## config.mk

```make
export PLATFORM = sky130hd
export DESIGN_NAME = pse_top
export DESIGN_NICKNAME = d
export VERILOG_FILES = /design/src/pse_pkg.sv /design/src/pse_cmp.sv /design/src/pse_top.sv
export SDC_FILE = /design/constraint.sdc
export NUM_CORES = 1
export LEC_CHECK = 0
export BUFFER_PORTS_ARGS = -buffer_cell sky130_fd_sc_hd__buf_2
export CORE_UTILIZATION = 41
export CTS_CLUSTER_SIZE = 8
export DETAILED_ROUTE_END_ITERATION = 10
export GPL_TIMING_DRIVEN = 1
export PLACE_DENSITY_LB_ADDON = 0.1
export REMOVE_ABC_BUFFERS = 1
export SYNTH_ARGS = -nofsm -noshare
export SYNTH_HDL_FRONTEND = slang
export SYNTH_HIERARCHICAL = 1
export SYNTH_SLANG_ARGS = --single-unit
```

## constraint.sdc

```tcl
create_clock -name SYS_CLK_IN -period 7.3 [get_ports SYS_CLK_IN]
set_input_delay 1.46 -clock SYS_CLK_IN [delete_from_list [all_inputs] [get_ports SYS_CLK_IN]]
set_output_delay 1.46 -clock SYS_CLK_IN [all_outputs]
set_load 0.02 [all_outputs]
```

## src/pse_pkg.sv

```systemverilog
package pse_pkg;
  // ---------------------------------------------------------------
  // apb register map
  // ---------------------------------------------------------------
  localparam logic [7:0] PSE_ADDR_CTRL = 8'h00;
  localparam logic [7:0] PSE_ADDR_ENA0 = 8'h04;
  localparam logic [7:0] PSE_ADDR_ENA1 = 8'h08;
  localparam logic [7:0] PSE_ADDR_ALT0 = 8'h0c;
  localparam logic [7:0] PSE_ADDR_ALT1 = 8'h10;
  localparam logic [7:0] PSE_ADDR_SPD0 = 8'h14;
  localparam logic [7:0] PSE_ADDR_SPD1 = 8'h18;
  localparam logic [7:0] PSE_ADDR_TV0 = 8'h1c;
  localparam logic [7:0] PSE_ADDR_TV1 = 8'h20;
  localparam logic [7:0] PSE_ADDR_STAT = 8'h24;
  localparam logic [7:0] PSE_ADDR_IRQ_ST = 8'h28;
  localparam logic [7:0] PSE_ADDR_IRQ_EN = 8'h2c;
  localparam logic [7:0] PSE_ADDR_IRQ_CLR = 8'h30;
  // ---------------------------------------------------------------
  // enable / config word layout (per profile)
  // ---------------------------------------------------------------
  localparam int PSE_B_ALT = 0;
  localparam int PSE_B_SPD = 1;
  localparam int PSE_B_TMP = 2;
  localparam int PSE_B_VLT = 3;
  localparam int PSE_B_ADC = 4;
  localparam int PSE_B_SW = 5;
  localparam int PSE_B_FIX = 6;
  localparam int PSE_NCOND = 7;
  localparam int PSE_OP_LSB = 8;
  localparam int PSE_B_ALL = 16;
  localparam int PSE_B_SWON = 17;
  localparam int PSE_B_FIXOK = 18;
  localparam int PSE_B_TXSW = 19;
  localparam int PSE_B_ADCTH = 24;
  // ctrl: bit0 counter function enable
  localparam int PSE_B_CNT_EN = 0;
  // irq bits
  localparam int PSE_IRQ_SWITCH = 0;
  localparam int PSE_IRQ_FIXLOST = 1;
  localparam int PSE_NIRQ = 2;
  // ---------------------------------------------------------------
  // timing
  // ---------------------------------------------------------------
  localparam longint PSE_CLK_HZ = 100000000;
  localparam int PSE_TICK_S = 1;
  localparam int PSE_TICK_CYC = int'(PSE_CLK_HZ * PSE_TICK_S);
  localparam int PSE_FIX_TIMEOUT_S = 20;
endpackage

```

## src/pse_cmp.sv

```systemverilog
`timescale 1ns/1ps
`default_nettype none
module pse_cmp #(
  parameter int W = 16
) (
  input wire logic [W-1:0] value_in,
  input wire logic [W-1:0] thresh_in,
  input wire logic op_le_in,
  input wire logic is_signed_in,
  output logic hit_out
);
  // the comparator needs at least one bit
  if (W < 1) begin : g_bad_w
    $error("pse_cmp: width below one");
  end
  // ---------------------------------------------------------------
  // one threshold comparison
  // ---------------------------------------------------------------
  logic gt_u;
  logic gt_s;
  logic gt;
  assign gt_u = value_in > thresh_in;
  assign gt_s = $signed(value_in) > $signed(thresh_in);
  assign gt = is_signed_in ? gt_s : gt_u;
  // operator select
  assign hit_out = op_le_in ? ~gt : gt;
endmodule
`default_nettype wire

```

## src/pse_top.sv

```systemverilog
// Summary of operation
// each profile picks any or all of its enabled conditions
// a condition counts only while its enable flag is set
// one operator bit chooses greater-than or less-or-equal per condition
// altitude and speed from gps, temperature and voltage from sensors
// auxiliary adc condition compares an unsigned 8-bit reading
// enabled switch condition takes the shared input from counter and transmit; here the counter enable wins and disables the switch condition
// switch input reads on while grounded, compared with chosen on/off
// fix invalid once more than 20 seconds since last valid position
// evaluate active profile once per second, load other when satisfied
// new profile with transmit flag requests a packet right after switching
// only the newly active profile's criteria are evaluated afterwards
// if both profiles are satisfied the profile toggles every second
// configuring party should separate thresholds for hysteresis
// counter function and switch condition are never active together
// active profile is status bit zero
// tick divides the system clock; profile one active after reset
//
// Local design decisions: the APB slave port and the placing of the registers.
`timescale 1ns/1ps
`default_nettype none
module pse_top
  import pse_pkg::*;
#(
  parameter int TICK_CYC = PSE_TICK_CYC,
  parameter int FIX_TIMEOUT_S = PSE_FIX_TIMEOUT_S
) (
  input wire logic SYS_CLK_IN,
  input wire logic SRST_IN,
  input wire logic PSEL_IN,
  input wire logic PENABLE_IN,
  input wire logic PWRITE_IN,
  input wire logic [7:0] PADDR_IN,
  input wire logic [31:0] PWDATA_IN,
  output logic [31:0] PRDATA_OUT,
  output logic PREADY_OUT,
  output logic PSLVERR_OUT,
  input wire logic [15:0] GPS_ALT_IN,
  input wire logic [15:0] GPS_SPEED_IN,
  input wire logic GPS_FIX_STB_IN,
  input wire logic [15:0] SNS_TEMP_IN,
  input wire logic [15:0] SNS_VOLT_IN,
  input wire logic [7:0] AUX_ADC_IN,
  input wire logic SWITCH_N_IN,
  output logic COUNT_EVT_OUT,
  output logic TX_NOW_OUT,
  output logic TX_REQ_OUT,
  output logic PROFILE_OUT,
  output logic IRQ_OUT
);

  // ---------------------------------------------------------------
  // parameter checks
  // ---------------------------------------------------------------
  // the divider needs two states; the age counter saturates at 255
  if (TICK_CYC < 2) begin : g_bad_tick
    $error("pse_top: tick period below two cycles");
  end
  if (FIX_TIMEOUT_S < 1 || FIX_TIMEOUT_S > 254) begin : g_bad_fix
    $error("pse_top: fix timeout outside 1 to 254");
  end

  // ---------------------------------------------------------------
  // switch pin synchroniser (three stages)
  // ---------------------------------------------------------------
  // pin idles high, so stages reset to ones and no false press follows
  logic [2:0] sw_sync_q;
  logic sw_on_q;
  logic sw_on_prev_q;
  always_ff @(posedge SYS_CLK_IN) begin
    if (SRST_IN) begin
      sw_sync_q <= 3'h7;
      sw_on_q <= 1'b0;
      sw_on_prev_q <= 1'b0;
    end else begin
      sw_sync_q <= {sw_sync_q[1:0], SWITCH_N_IN};
      // grounded means on
      if (sw_sync_q[2] == sw_sync_q[1]) begin
        sw_on_q <= ~sw_sync_q[2];
      end
      sw_on_prev_q <= sw_on_q;
    end
  end

  // ---------------------------------------------------------------
  // apb registers
  // ---------------------------------------------------------------
  logic [31:0] ctrl_q;
  logic [31:0] ena_q [2];
  logic [31:0] alt_q [2];
  logic [31:0] spd_q [2];
  logic [31:0] tv_q [2];
  logic [PSE_NIRQ-1:0] irq_st_q;
  logic [PSE_NIRQ-1:0] irq_en_q;
  logic [31:0] rdata_q;
  logic wr_stb;
  logic rd_stb;
  logic addr_ok;
  logic [31:0] rd_mux;
  logic [PSE_NIRQ-1:0] irq_clr;
  logic [PSE_NIRQ-1:0] irq_evt;
  logic profile_q;
  logic fix_ok;

  // bus decode; zero wait states, so pready stays high
  assign wr_stb = PSEL_IN & PENABLE_IN & PWRITE_IN;
  assign rd_stb = PSEL_IN & PENABLE_IN & ~PWRITE_IN;
  assign addr_ok = (PADDR_IN[1:0] == 2'h0) && (PADDR_IN <= PSE_ADDR_IRQ_CLR);
  assign PREADY_OUT = 1'b1;
  assign PSLVERR_OUT = PSEL_IN & PENABLE_IN & ~addr_ok;
  assign PRDATA_OUT = rdata_q;
  assign irq_clr = (wr_stb && PADDR_IN == PSE_ADDR_IRQ_CLR) ?
                   PWDATA_IN[PSE_NIRQ-1:0] : '0;

  // read mux, unmapped reads zero
  assign rd_mux =
    (PADDR_IN == PSE_ADDR_CTRL) ? ctrl_q :
    (PADDR_IN == PSE_ADDR_ENA0) ? ena_q[0] :
    (PADDR_IN == PSE_ADDR_ENA1) ? ena_q[1] :
    (PADDR_IN == PSE_ADDR_ALT0) ? alt_q[0] :
    (PADDR_IN == PSE_ADDR_ALT1) ? alt_q[1] :
    (PADDR_IN == PSE_ADDR_SPD0) ? spd_q[0] :
    (PADDR_IN == PSE_ADDR_SPD1) ? spd_q[1] :
    (PADDR_IN == PSE_ADDR_TV0) ? tv_q[0] :
    (PADDR_IN == PSE_ADDR_TV1) ? tv_q[1] :
    (PADDR_IN == PSE_ADDR_STAT) ? {28'h0, sw_on_q, fix_ok, 1'b0, profile_q} :
    (PADDR_IN == PSE_ADDR_IRQ_ST) ? {30'h0, irq_st_q} :
    (PADDR_IN == PSE_ADDR_IRQ_EN) ? {30'h0, irq_en_q} : 32'h0;

  // register writes and read capture
  // read data is taken in the setup cycle so it stands through the access phase
  always_ff @(posedge SYS_CLK_IN) begin
    if (SRST_IN) begin
      ctrl_q <= 32'h0;
      ena_q[0] <= 32'h0;
      ena_q[1] <= 32'h0;
      alt_q[0] <= 32'h0;
      alt_q[1] <= 32'h0;
      spd_q[0] <= 32'h0;
      spd_q[1] <= 32'h0;
      tv_q[0] <= 32'h0;
      tv_q[1] <= 32'h0;
      irq_en_q <= '0;
      rdata_q <= 32'h0;
    end else begin
      if (PSEL_IN && !PENABLE_IN && !PWRITE_IN) begin
        rdata_q <= rd_mux;
      end
      if (wr_stb) begin
        unique case (PADDR_IN)
          PSE_ADDR_CTRL: ctrl_q <= PWDATA_IN;
          PSE_ADDR_ENA0: ena_q[0] <= PWDATA_IN;
          PSE_ADDR_ENA1: ena_q[1] <= PWDATA_IN;
          PSE_ADDR_ALT0: alt_q[0] <= PWDATA_IN;
          PSE_ADDR_ALT1: alt_q[1] <= PWDATA_IN;
          PSE_ADDR_SPD0: spd_q[0] <= PWDATA_IN;
          PSE_ADDR_SPD1: spd_q[1] <= PWDATA_IN;
          PSE_ADDR_TV0: tv_q[0] <= PWDATA_IN;
          PSE_ADDR_TV1: tv_q[1] <= PWDATA_IN;
          PSE_ADDR_IRQ_EN: irq_en_q <= PWDATA_IN[PSE_NIRQ-1:0];
          default: ;
        endcase
      end
    end
  end

  // ---------------------------------------------------------------
  // one second tick
  // ---------------------------------------------------------------
  // counter restarts on reset, so the first tick is TICK_CYC cycles later
  logic [31:0] tick_cnt_q;
  logic tick;
  // clock divider
  assign tick = (tick_cnt_q == 32'(TICK_CYC - 1));
  always_ff @(posedge SYS_CLK_IN) begin
    if (SRST_IN) begin
      tick_cnt_q <= 32'h0;
    end else begin
      tick_cnt_q <= tick ? 32'h0 : tick_cnt_q + 32'h1;
    end
  end

  // ---------------------------------------------------------------
  // fix age in seconds
  // ---------------------------------------------------------------
  // age saturates so a long loss never wraps back to valid
  logic [7:0] fix_age_q;
  logic fix_seen_q;
  logic fix_ok_prev_q;
  // more than the timeout means invalid
  assign fix_ok = fix_seen_q && (fix_age_q <= 8'(FIX_TIMEOUT_S));
  always_ff @(posedge SYS_CLK_IN) begin
    if (SRST_IN) begin
      fix_age_q <= 8'h0;
      fix_seen_q <= 1'b0;
      fix_ok_prev_q <= 1'b0;
    end else begin
      fix_ok_prev_q <= fix_ok;
      if (GPS_FIX_STB_IN) begin
        fix_age_q <= 8'h0;
        fix_seen_q <= 1'b1;
      end else if (tick && fix_age_q != 8'hff) begin
        fix_age_q <= fix_age_q + 8'h1;
      end
    end
  end

  // ---------------------------------------------------------------
  // condition evaluation for the active profile
  // ---------------------------------------------------------------
  logic [31:0] cfg;
  logic [31:0] thr_alt;
  logic [31:0] thr_spd;
  logic [31:0] thr_tv;
  logic [PSE_NCOND-1:0] hit;
  logic [PSE_NCOND-1:0] en;
  logic met;
  // only the active profile's settings are used
  assign cfg = ena_q[profile_q];
  assign thr_alt = alt_q[profile_q];
  assign thr_spd = spd_q[profile_q];
  assign thr_tv = tv_q[profile_q];

  // gps and sensor comparators
  pse_cmp #(.W(16)) u_alt (
    .value_in(GPS_ALT_IN),
    .thresh_in(thr_alt[15:0]),
    .op_le_in(cfg[PSE_OP_LSB+PSE_B_ALT]),
    .is_signed_in(1'b1),
    .hit_out(hit[PSE_B_ALT])
  );
  pse_cmp #(.W(16)) u_spd (
    .value_in(GPS_SPEED_IN),
    .thresh_in(thr_spd[15:0]),
    .op_le_in(cfg[PSE_OP_LSB+PSE_B_SPD]),
    .is_signed_in(1'b0),
    .hit_out(hit[PSE_B_SPD])
  );
  pse_cmp #(.W(16)) u_tmp (
    .value_in(SNS_TEMP_IN),
    .thresh_in(thr_tv[15:0]),
    .op_le_in(cfg[PSE_OP_LSB+PSE_B_TMP]),
    .is_signed_in(1'b1),
    .hit_out(hit[PSE_B_TMP])
  );
  pse_cmp #(.W(16)) u_vlt (
    .value_in(SNS_VOLT_IN),
    .thresh_in(thr_tv[31:16]),
    .op_le_in(cfg[PSE_OP_LSB+PSE_B_VLT]),
    .is_signed_in(1'b0),
    .hit_out(hit[PSE_B_VLT])
  );
  // unsigned 8-bit adc
  pse_cmp #(.W(8)) u_adc (
    .value_in(AUX_ADC_IN),
    .thresh_in(cfg[PSE_B_ADCTH +: 8]),
    .op_le_in(cfg[PSE_OP_LSB+PSE_B_ADC]),
    .is_signed_in(1'b0),
    .hit_out(hit[PSE_B_ADC])
  );

  // switch state against chosen on/off
  assign hit[PSE_B_SW] = (sw_on_q == cfg[PSE_B_SWON]);
  // fix state against chosen valid/invalid
  assign hit[PSE_B_FIX] = (fix_ok == cfg[PSE_B_FIXOK]);
  // counter mode excludes the switch condition
  assign en[PSE_B_SW] = cfg[PSE_B_SW] & ~ctrl_q[PSE_B_CNT_EN];
  // enabled conditions only
  assign en[PSE_B_FIX] = cfg[PSE_B_FIX];
  assign en[PSE_B_ADC] = cfg[PSE_B_ADC];
  assign en[PSE_B_VLT:PSE_B_ALT] = cfg[PSE_B_VLT:PSE_B_ALT];
  // any or all, nothing enabled never meets
  // an empty set must not meet, or a blank profile would toggle every tick
  logic met_all;
  logic met_any;
  assign met_all = (en != '0) && ((hit & en) == en);
  assign met_any = (hit & en) != '0;
  assign met = cfg[PSE_B_ALL] ? met_all : met_any;

  // ---------------------------------------------------------------
  // profile switching and transmit request
  // ---------------------------------------------------------------
  logic do_switch;
  logic tx_req_q;
  logic sw_owned;
  logic next_txsw;
  // once per second
  assign do_switch = tick & met;
  // the profile being entered is the one not active at the switch edge
  assign next_txsw = ena_q[~profile_q][PSE_B_TXSW];
  always_ff @(posedge SYS_CLK_IN) begin
    if (SRST_IN) begin
      // first profile after reset
      profile_q <= 1'b0;
      tx_req_q <= 1'b0;
    end else begin
      // toggles each tick while met
      if (do_switch) begin
        profile_q <= ~profile_q;
      end
      // transmit flag of the new profile
      tx_req_q <= do_switch & next_txsw;
    end
  end
  assign TX_REQ_OUT = tx_req_q;
  // profile in bit zero
  assign PROFILE_OUT = profile_q;

  // ---------------------------------------------------------------
  // shared switch input routing
  // ---------------------------------------------------------------
  // a press that the active profile claims sends no transmit-now pulse
  logic sw_edge;
  logic cnt_evt_q;
  logic tx_now_q;
  // switch condition owns the pin
  assign sw_owned = cfg[PSE_B_SW] & ~ctrl_q[PSE_B_CNT_EN];
  assign sw_edge = sw_on_q & ~sw_on_prev_q;
  always_ff @(posedge SYS_CLK_IN) begin
    if (SRST_IN) begin
      cnt_evt_q <= 1'b0;
      tx_now_q <= 1'b0;
    end else begin
      // counter and transmit-now exclusive
      cnt_evt_q <= sw_edge & ctrl_q[PSE_B_CNT_EN];
      tx_now_q <= sw_edge & ~ctrl_q[PSE_B_CNT_EN] & ~sw_owned;
    end
  end
  assign COUNT_EVT_OUT = cnt_evt_q;
  assign TX_NOW_OUT = tx_now_q;

  // ---------------------------------------------------------------
  // interrupts: set wins over clear
  // ---------------------------------------------------------------
  // a fix loss is the falling edge of fix_ok, seen one cycle late
  assign irq_evt = {fix_ok_prev_q & ~fix_ok, do_switch};
  always_ff @(posedge SYS_CLK_IN) begin
    if (SRST_IN) begin
      irq_st_q <= '0;
    end else begin
      irq_st_q <= (irq_st_q & ~irq_clr) | irq_evt;
    end
  end
  assign IRQ_OUT = |(irq_st_q & irq_en_q);
endmodule
`default_nettype wire

```

==> reports/results.tsv, run 1 <==
metric	value	unit
fp-row-count	78	
crit_arrival	5.87	ns
slew_headroom	0.211	
synth.distinct_cells	75	
syn_inst	1812	
finalSetupViolations	0	
place.gp.congestion	0.903	
vdd_drop_max	0.143	mV
critical_path_class	flop to flop	
end_kind	flop	
worst_pin_slew	1.18	ns
io_buffers	156	
clock-sinks	376	
critical-path-max-stage-delay	0.99	ns
die_h	218	um
async_flop_share	0	
core_area	45800	um^2
final_nets	2166	
antenna_found_initial	0	
area_growth	15.7	%
wire_per_inst	24.8	um
die_area	47600	um^2
grt_start_max_net_pins	71	
p_leak	8.40	nW
drt_iter0_drc	1438	
first_pass_iters	5	
yosys.area_share.adder	0.0489	
grt_usage	0.272	
synthXorXnorAreaFrac	0.0169	
layout_commonest_cell	edfxtp_1	
final_cell_mix	edfxtp_1 (256), nand2_1 (161), a21oi_1 (159)	
die_x	218	um
drv_slew	0	
required	7.74	ns
design_area	22200	um^2
root_buffer	clkbuf_16	
rsz0062_at_grt	no	
worstPathMaxFanout	61	
clkSlewWorstSetupHoldPaths	0.06	ns
post_cts_buffers	0	
num_vias	15100	
htreeDepth	2	
syn_area_per_cell	10.6	um^2
dp_hpwl	43.7	mm
clock_latency	0.59	ns
synthSimpleGateAreaFrac	0.164	
via_per_inst	5.79	
path_common_cell	nor4_1	
critical-path-slowest-cell	dfxtp_4	
clockBufferDepth	3	
grt.overflow.total	0	
synth_top_family_by_area	simple AND/OR/NAND/NOR gates	
cts_buffers	53	
period_needed	5.43	ns
power_density	231	nW/um^2
drive_gt1_frac	0.184	
ys_seq_area_frac	0.526	
nFillCells	4256	
hold_viol	0	
ios	158	
synth_flop_cell	edfxtp_1	
cp_cell_sequence	buf_4 > mux2_2 > inv_1 > ha_1 > nand4_1 > nor4_1 > nor4_1 > a21oi_1 > o311ai_1 > nor3_1 > o22ai_1 > or3_1 > a221oi_1 > o221ai_1 > xor2_1 > nor2_1	
tns	0	ns
synth-compound-area-share	0.132	
timing.final.crit_share	0.744	
start_kind	flop	
synth_edf_count	256	
place_area	20600	um^2
start_util	0.419	
fin_skew	0.0154	ns
synth_seq_cells	376	
synthMuxAreaShare	0.0684	
synth_warnings	6	
cts_tree	yes	
maxCapViolations	0	
min_path_type	flop to flop	
grt_pass1_vias	14900	
ctsResizeCount	0	
synthesis.area	19200	um^2
grt_pass1_wl	94.8	mm
drc	0	
outcome	complete, no violations	
ctsHoldBuffers	0	
fmax	184	MHz
ant_nets	0	
wl	65.0	mm
## critical path: cells and delay by family (launching register included)
family | cells | cell delay [ns]
AO/OA/AOI/OAI | 5 | 0.93
buffers and inverters | 2 | 0.55
AND/OR/NAND/NOR | 6 | 1.98
XOR/XNOR | 1 | 0.26
flip-flops | 1 | 0.99
adder cells (fa/ha/maj) | 1 | 0.13
multiplexers | 1 | 0.39
## flip-flops by register name, indices dropped and copies added (netlist names), named ones only
name           cells
sw_on_prev_q       1
sw_sync_q          3
fix_seen_q         1
tv_q              64
ctrl_q            32
TX_NOW_OUT         1
spd_q             64
fix_ok_prev_q      1
TX_REQ_OUT         1
COUNT_EVT_OUT      1
ena_q             64
PROFILE_OUT        1
alt_q             64
fix_age_q          8
irq_st_q           2
sw_on_q            1
PRDATA_OUT        32
tick_cnt_q        32
irq_en_q           2
## report_power, final
group | switching [mW] | internal, mW
registers | 0.0456 | 2.36
clock network | 0.911 | 1.39
logic | 0.281 | 0.145
total | 1.24 | 3.89
## layout make-up
cell class,instances,area [um^2],share of cell area
Multi-Input combinational cell,1250,8380,0.378
Clock buffer,95,1530,0.0688
Antenna cell,1,2.50,0.000113
Sequential cell,376,10100,0.455
Clock inverter,2,17.5,0.000789
Timing Repair Buffer,189,1040,0.0470
Inverter,102,383,0.0172
Tap cell,600,751,0.0338
## synthesized netlist by cell type (18+ instances only)
cell type	n	area, um^2
a21oi_1	159	796
a221oi_1	18	158
a22oi_1	23	173
and2_1	131	820
buf_2	23	115
clkbuf_1	68	255
dfxtp_1	120	2400
edfxtp_1	256	7690
ha_1	75	938
inv_1	101	379
mux2_2	80	901
mux2i_1	41	410
nand2_1	161	604
nand3_1	26	130
nand4_1	25	156
nor2_1	129	484
nor3_1	47	235
o21ai_0	43	215
o221ai_1	22	193
o22ai_1	21	131
xor2_1	27	236
## kinds of logic (layout without fill, tap and decap cells)
| logic type | after synthesis | after routing |
|---|---|---|
| simple gates | 610 | 610 |
| compound gates | 388 | 388 |
| buf+inv | 203 | 388 |
| other cells | 2 | 20 |
| mux | 121 | 121 |
| flops | 376 | 376 |
| fa+ha+maj | 75 | 75 |
| xor+xnor | 37 | 37 |
## per-stage QoR
stage	std cells	setup WS (ns)	hold slack [ns]	utilization	power, mW
floorplan	1728	1.71	0.389	-	2.64
global placement	2517	2.02	0.409	0.451	2.86
detailed placement	2517	1.93	0.408	0.451	2.86
CTS	2614	1.89	0.415	0.485	5.17
global route	2614	1.69	0.426	0.485	5.29
finish	2615	1.87	0.411	0.485	5.13
## worst paths after layout
check                     from          end  slack (ns)  cells past startpoint
setup / recovery          flop  PROFILE_OUT        1.87                     16
hold / removal    sw_on_prev_q   TX_NOW_OUT        0.41                      1
setup reg to reg          flop  PROFILE_OUT        1.87                     16
hold reg to reg   sw_on_prev_q   TX_NOW_OUT        0.41                      1
## per-layer routing
layer,GRT usage,wire length [um],vias up
li1,-,-,6950
met1,0.365,27600,7431
met2,0.447,30500,634
met3,0.0390,4890,115
met4,0.0956,1970,0
met5,0,0,-
Note: power is estimated with default switching activity, not from simulation.
==> run 2, diff against run 1 <==
==> constraint.sdc (replaced) <==
create_clock -name SYS_CLK_IN -period 5.5 [get_ports SYS_CLK_IN]
set_input_delay 1.1 -clock SYS_CLK_IN [delete_from_list [all_inputs] [get_ports SYS_CLK_IN]]
set_output_delay 1.1 -clock SYS_CLK_IN [all_outputs]
set_load 0.02 [all_outputs]
==> run 2 against run 1 <==
Cell area rose by 1.1%. Highest routed layer unchanged. Routed wire length rose by 3.1%. Critical path type unchanged. Fmax rose by 9.0%. Cell count rose by 0.96%. Largest power group unchanged. Clock skew fell by 0.0031 ns.
==> reports/results.tsv, run 2 (synthesis results as in run 1) <==
metric	value	unit
critical_path_class	flop to flop	
fin_util	0.490	
drv_slew	0	
switching_share	0.244	
fin_skew	0.0123	ns
crit_arrival	5.44	ns
ant_nets	0	
first_pass_iters	5	
drt_iter0_drc	1382	
root_buffer	clkbuf_16	
numPlacedInstances	2542	
grt.overflow.total	0	
wire_per_inst	25.4	um
fmax	201	MHz
die_h	218	um
end_kind	flop	
core_area	45800	um^2
hold_ws	0.410	ns
design_area	22400	um^2
htreeDepth	2	
share_comb_of_total_power	0.084	
required	5.96	ns
place_area	20900	um^2
wl	67.0	mm
clock-sinks	376	
num_vias	15400	
post_cts_buffers	0	
place.gp.congestion	0.941	
die_area	47600	um^2
p_leak	8.54	nW
drc	0	
grt_pass1_vias	15200	
start_kind	flop	
area_growth	17.0	%
power_density	305	nW/um^2
power_frac_clock	0.450	
fp-row-count	78	
clockBufferDepth	3	
worstPathMaxFanout	57	
grt_pass1_wl	97.3	mm
dp_hpwl	45.0	mm
vdd_drop_max	0.206	mV
seqPwrFrac	0.466	
die_x	218	um
p_sw	1.67	mW
fin_ws	0.517	ns
rsz0062_at_grt	no	
cts_tree	yes	
period_needed	4.98	ns
maxCapViolations	0	
worst_pin_slew	1.04	ns
slew_headroom	0.308	
finalSetupViolations	0	
via_per_inst	5.84	
final_nets	2191	
start_util	0.419	
dp_slack	0.568	ns
ios	158	
p_int	5.17	mW
antenna_found_initial	1	
cts_buffers	53	
grt_start_max_net_pins	58	
clkSlewWorstSetupHoldPaths	0.06	ns
io_buffers	156	
outcome	complete, no violations	
drive_gt1_frac	0.194	
grt_usage	0.280	
hold_viol	0	
ctsHoldBuffers	0	
final_cell_mix	edfxtp_1 (256), nand2_1 (161), a21oi_1 (159)	
final_cells	2640	
layout_commonest_cell	edfxtp_1	
min_path_type	flop to flop	
clock_latency	0.59	ns
ctsResizeCount	0	
timing.final.crit_share	0.906	
## run 2: path summary, 6_finish.rpt
| path | start | endpoint | slack, ns | depth (start not counted) |
|---|---|---|---|---|
| worst max-delay path | flop | flop | 0.52 | 17 |
| worst min-delay path | sw_on_prev_q | TX_NOW_OUT | 0.41 | 1 |
| worst max register to register | flop | flop | 0.52 | 17 |
| worst min register to register | sw_on_prev_q | TX_NOW_OUT | 0.41 | 1 |
## run 2: per-layer routing
layer  wire length, um  GRT usage
met1             28200      0.369
met2             30900      0.457
met3              5760     0.0527
met4              2030     0.0986
met5                 0          0
## run 2: layout make-up
| type | count | area (um^2) |
|---|---|---|
| tap | 600 | 751 |
| sequential | 376 | 10100 |
| clock inverter | 2 | 17.5 |
| fill | 4232 | 23300 |
| multi-input combinational | 1250 | 8370 |
| inverter | 102 | 383 |
| clock buffer | 94 | 1520 |
| antenna | 2 | 5.00 |
| timing repair buffer | 214 | 1290 |
## run 2: critical path, stage by stage (launching register included)
cell and delay (ns):
dfxtp_4 0.95, buf_4 0.44, mux2_2 0.38, inv_1 0.06, ha_1 0.19, nand4_2 0.15, nor4_1 0.59, nor4_1 0.11
a21oi_1 0.14, o311ai_1 0.12, nor3_1 0.19, buf_4 0.20, nor2_1 0.06, or3_1 0.38, a221oi_1 0.23, o221ai_1 0.30
xor2_1 0.27, nor2_1 0.06
## run 2: power groups by stage
stage                     Combinational [mW]  Sequential (mW)  Clock [mW]
after global placement                 0.561             3.24           0
after detailed placement               0.568             3.24           0
final                                  0.577             3.19        3.08
after CTS                              0.571             3.19        3.12
after global routing                   0.618             3.20        3.23
after floorplan                        0.285             3.22           0
## run 2: per-stage QoR
step / power, mW / TNS [ns]
2_1_floorplan: 3.51 / -0.176
3_3_place_gp: 3.80 / 0
3_5_place_dp: 3.81 / 0
4_1_cts: 6.88 / 0
5_1_grt: 7.05 / 0
6_report: 6.85 / 0
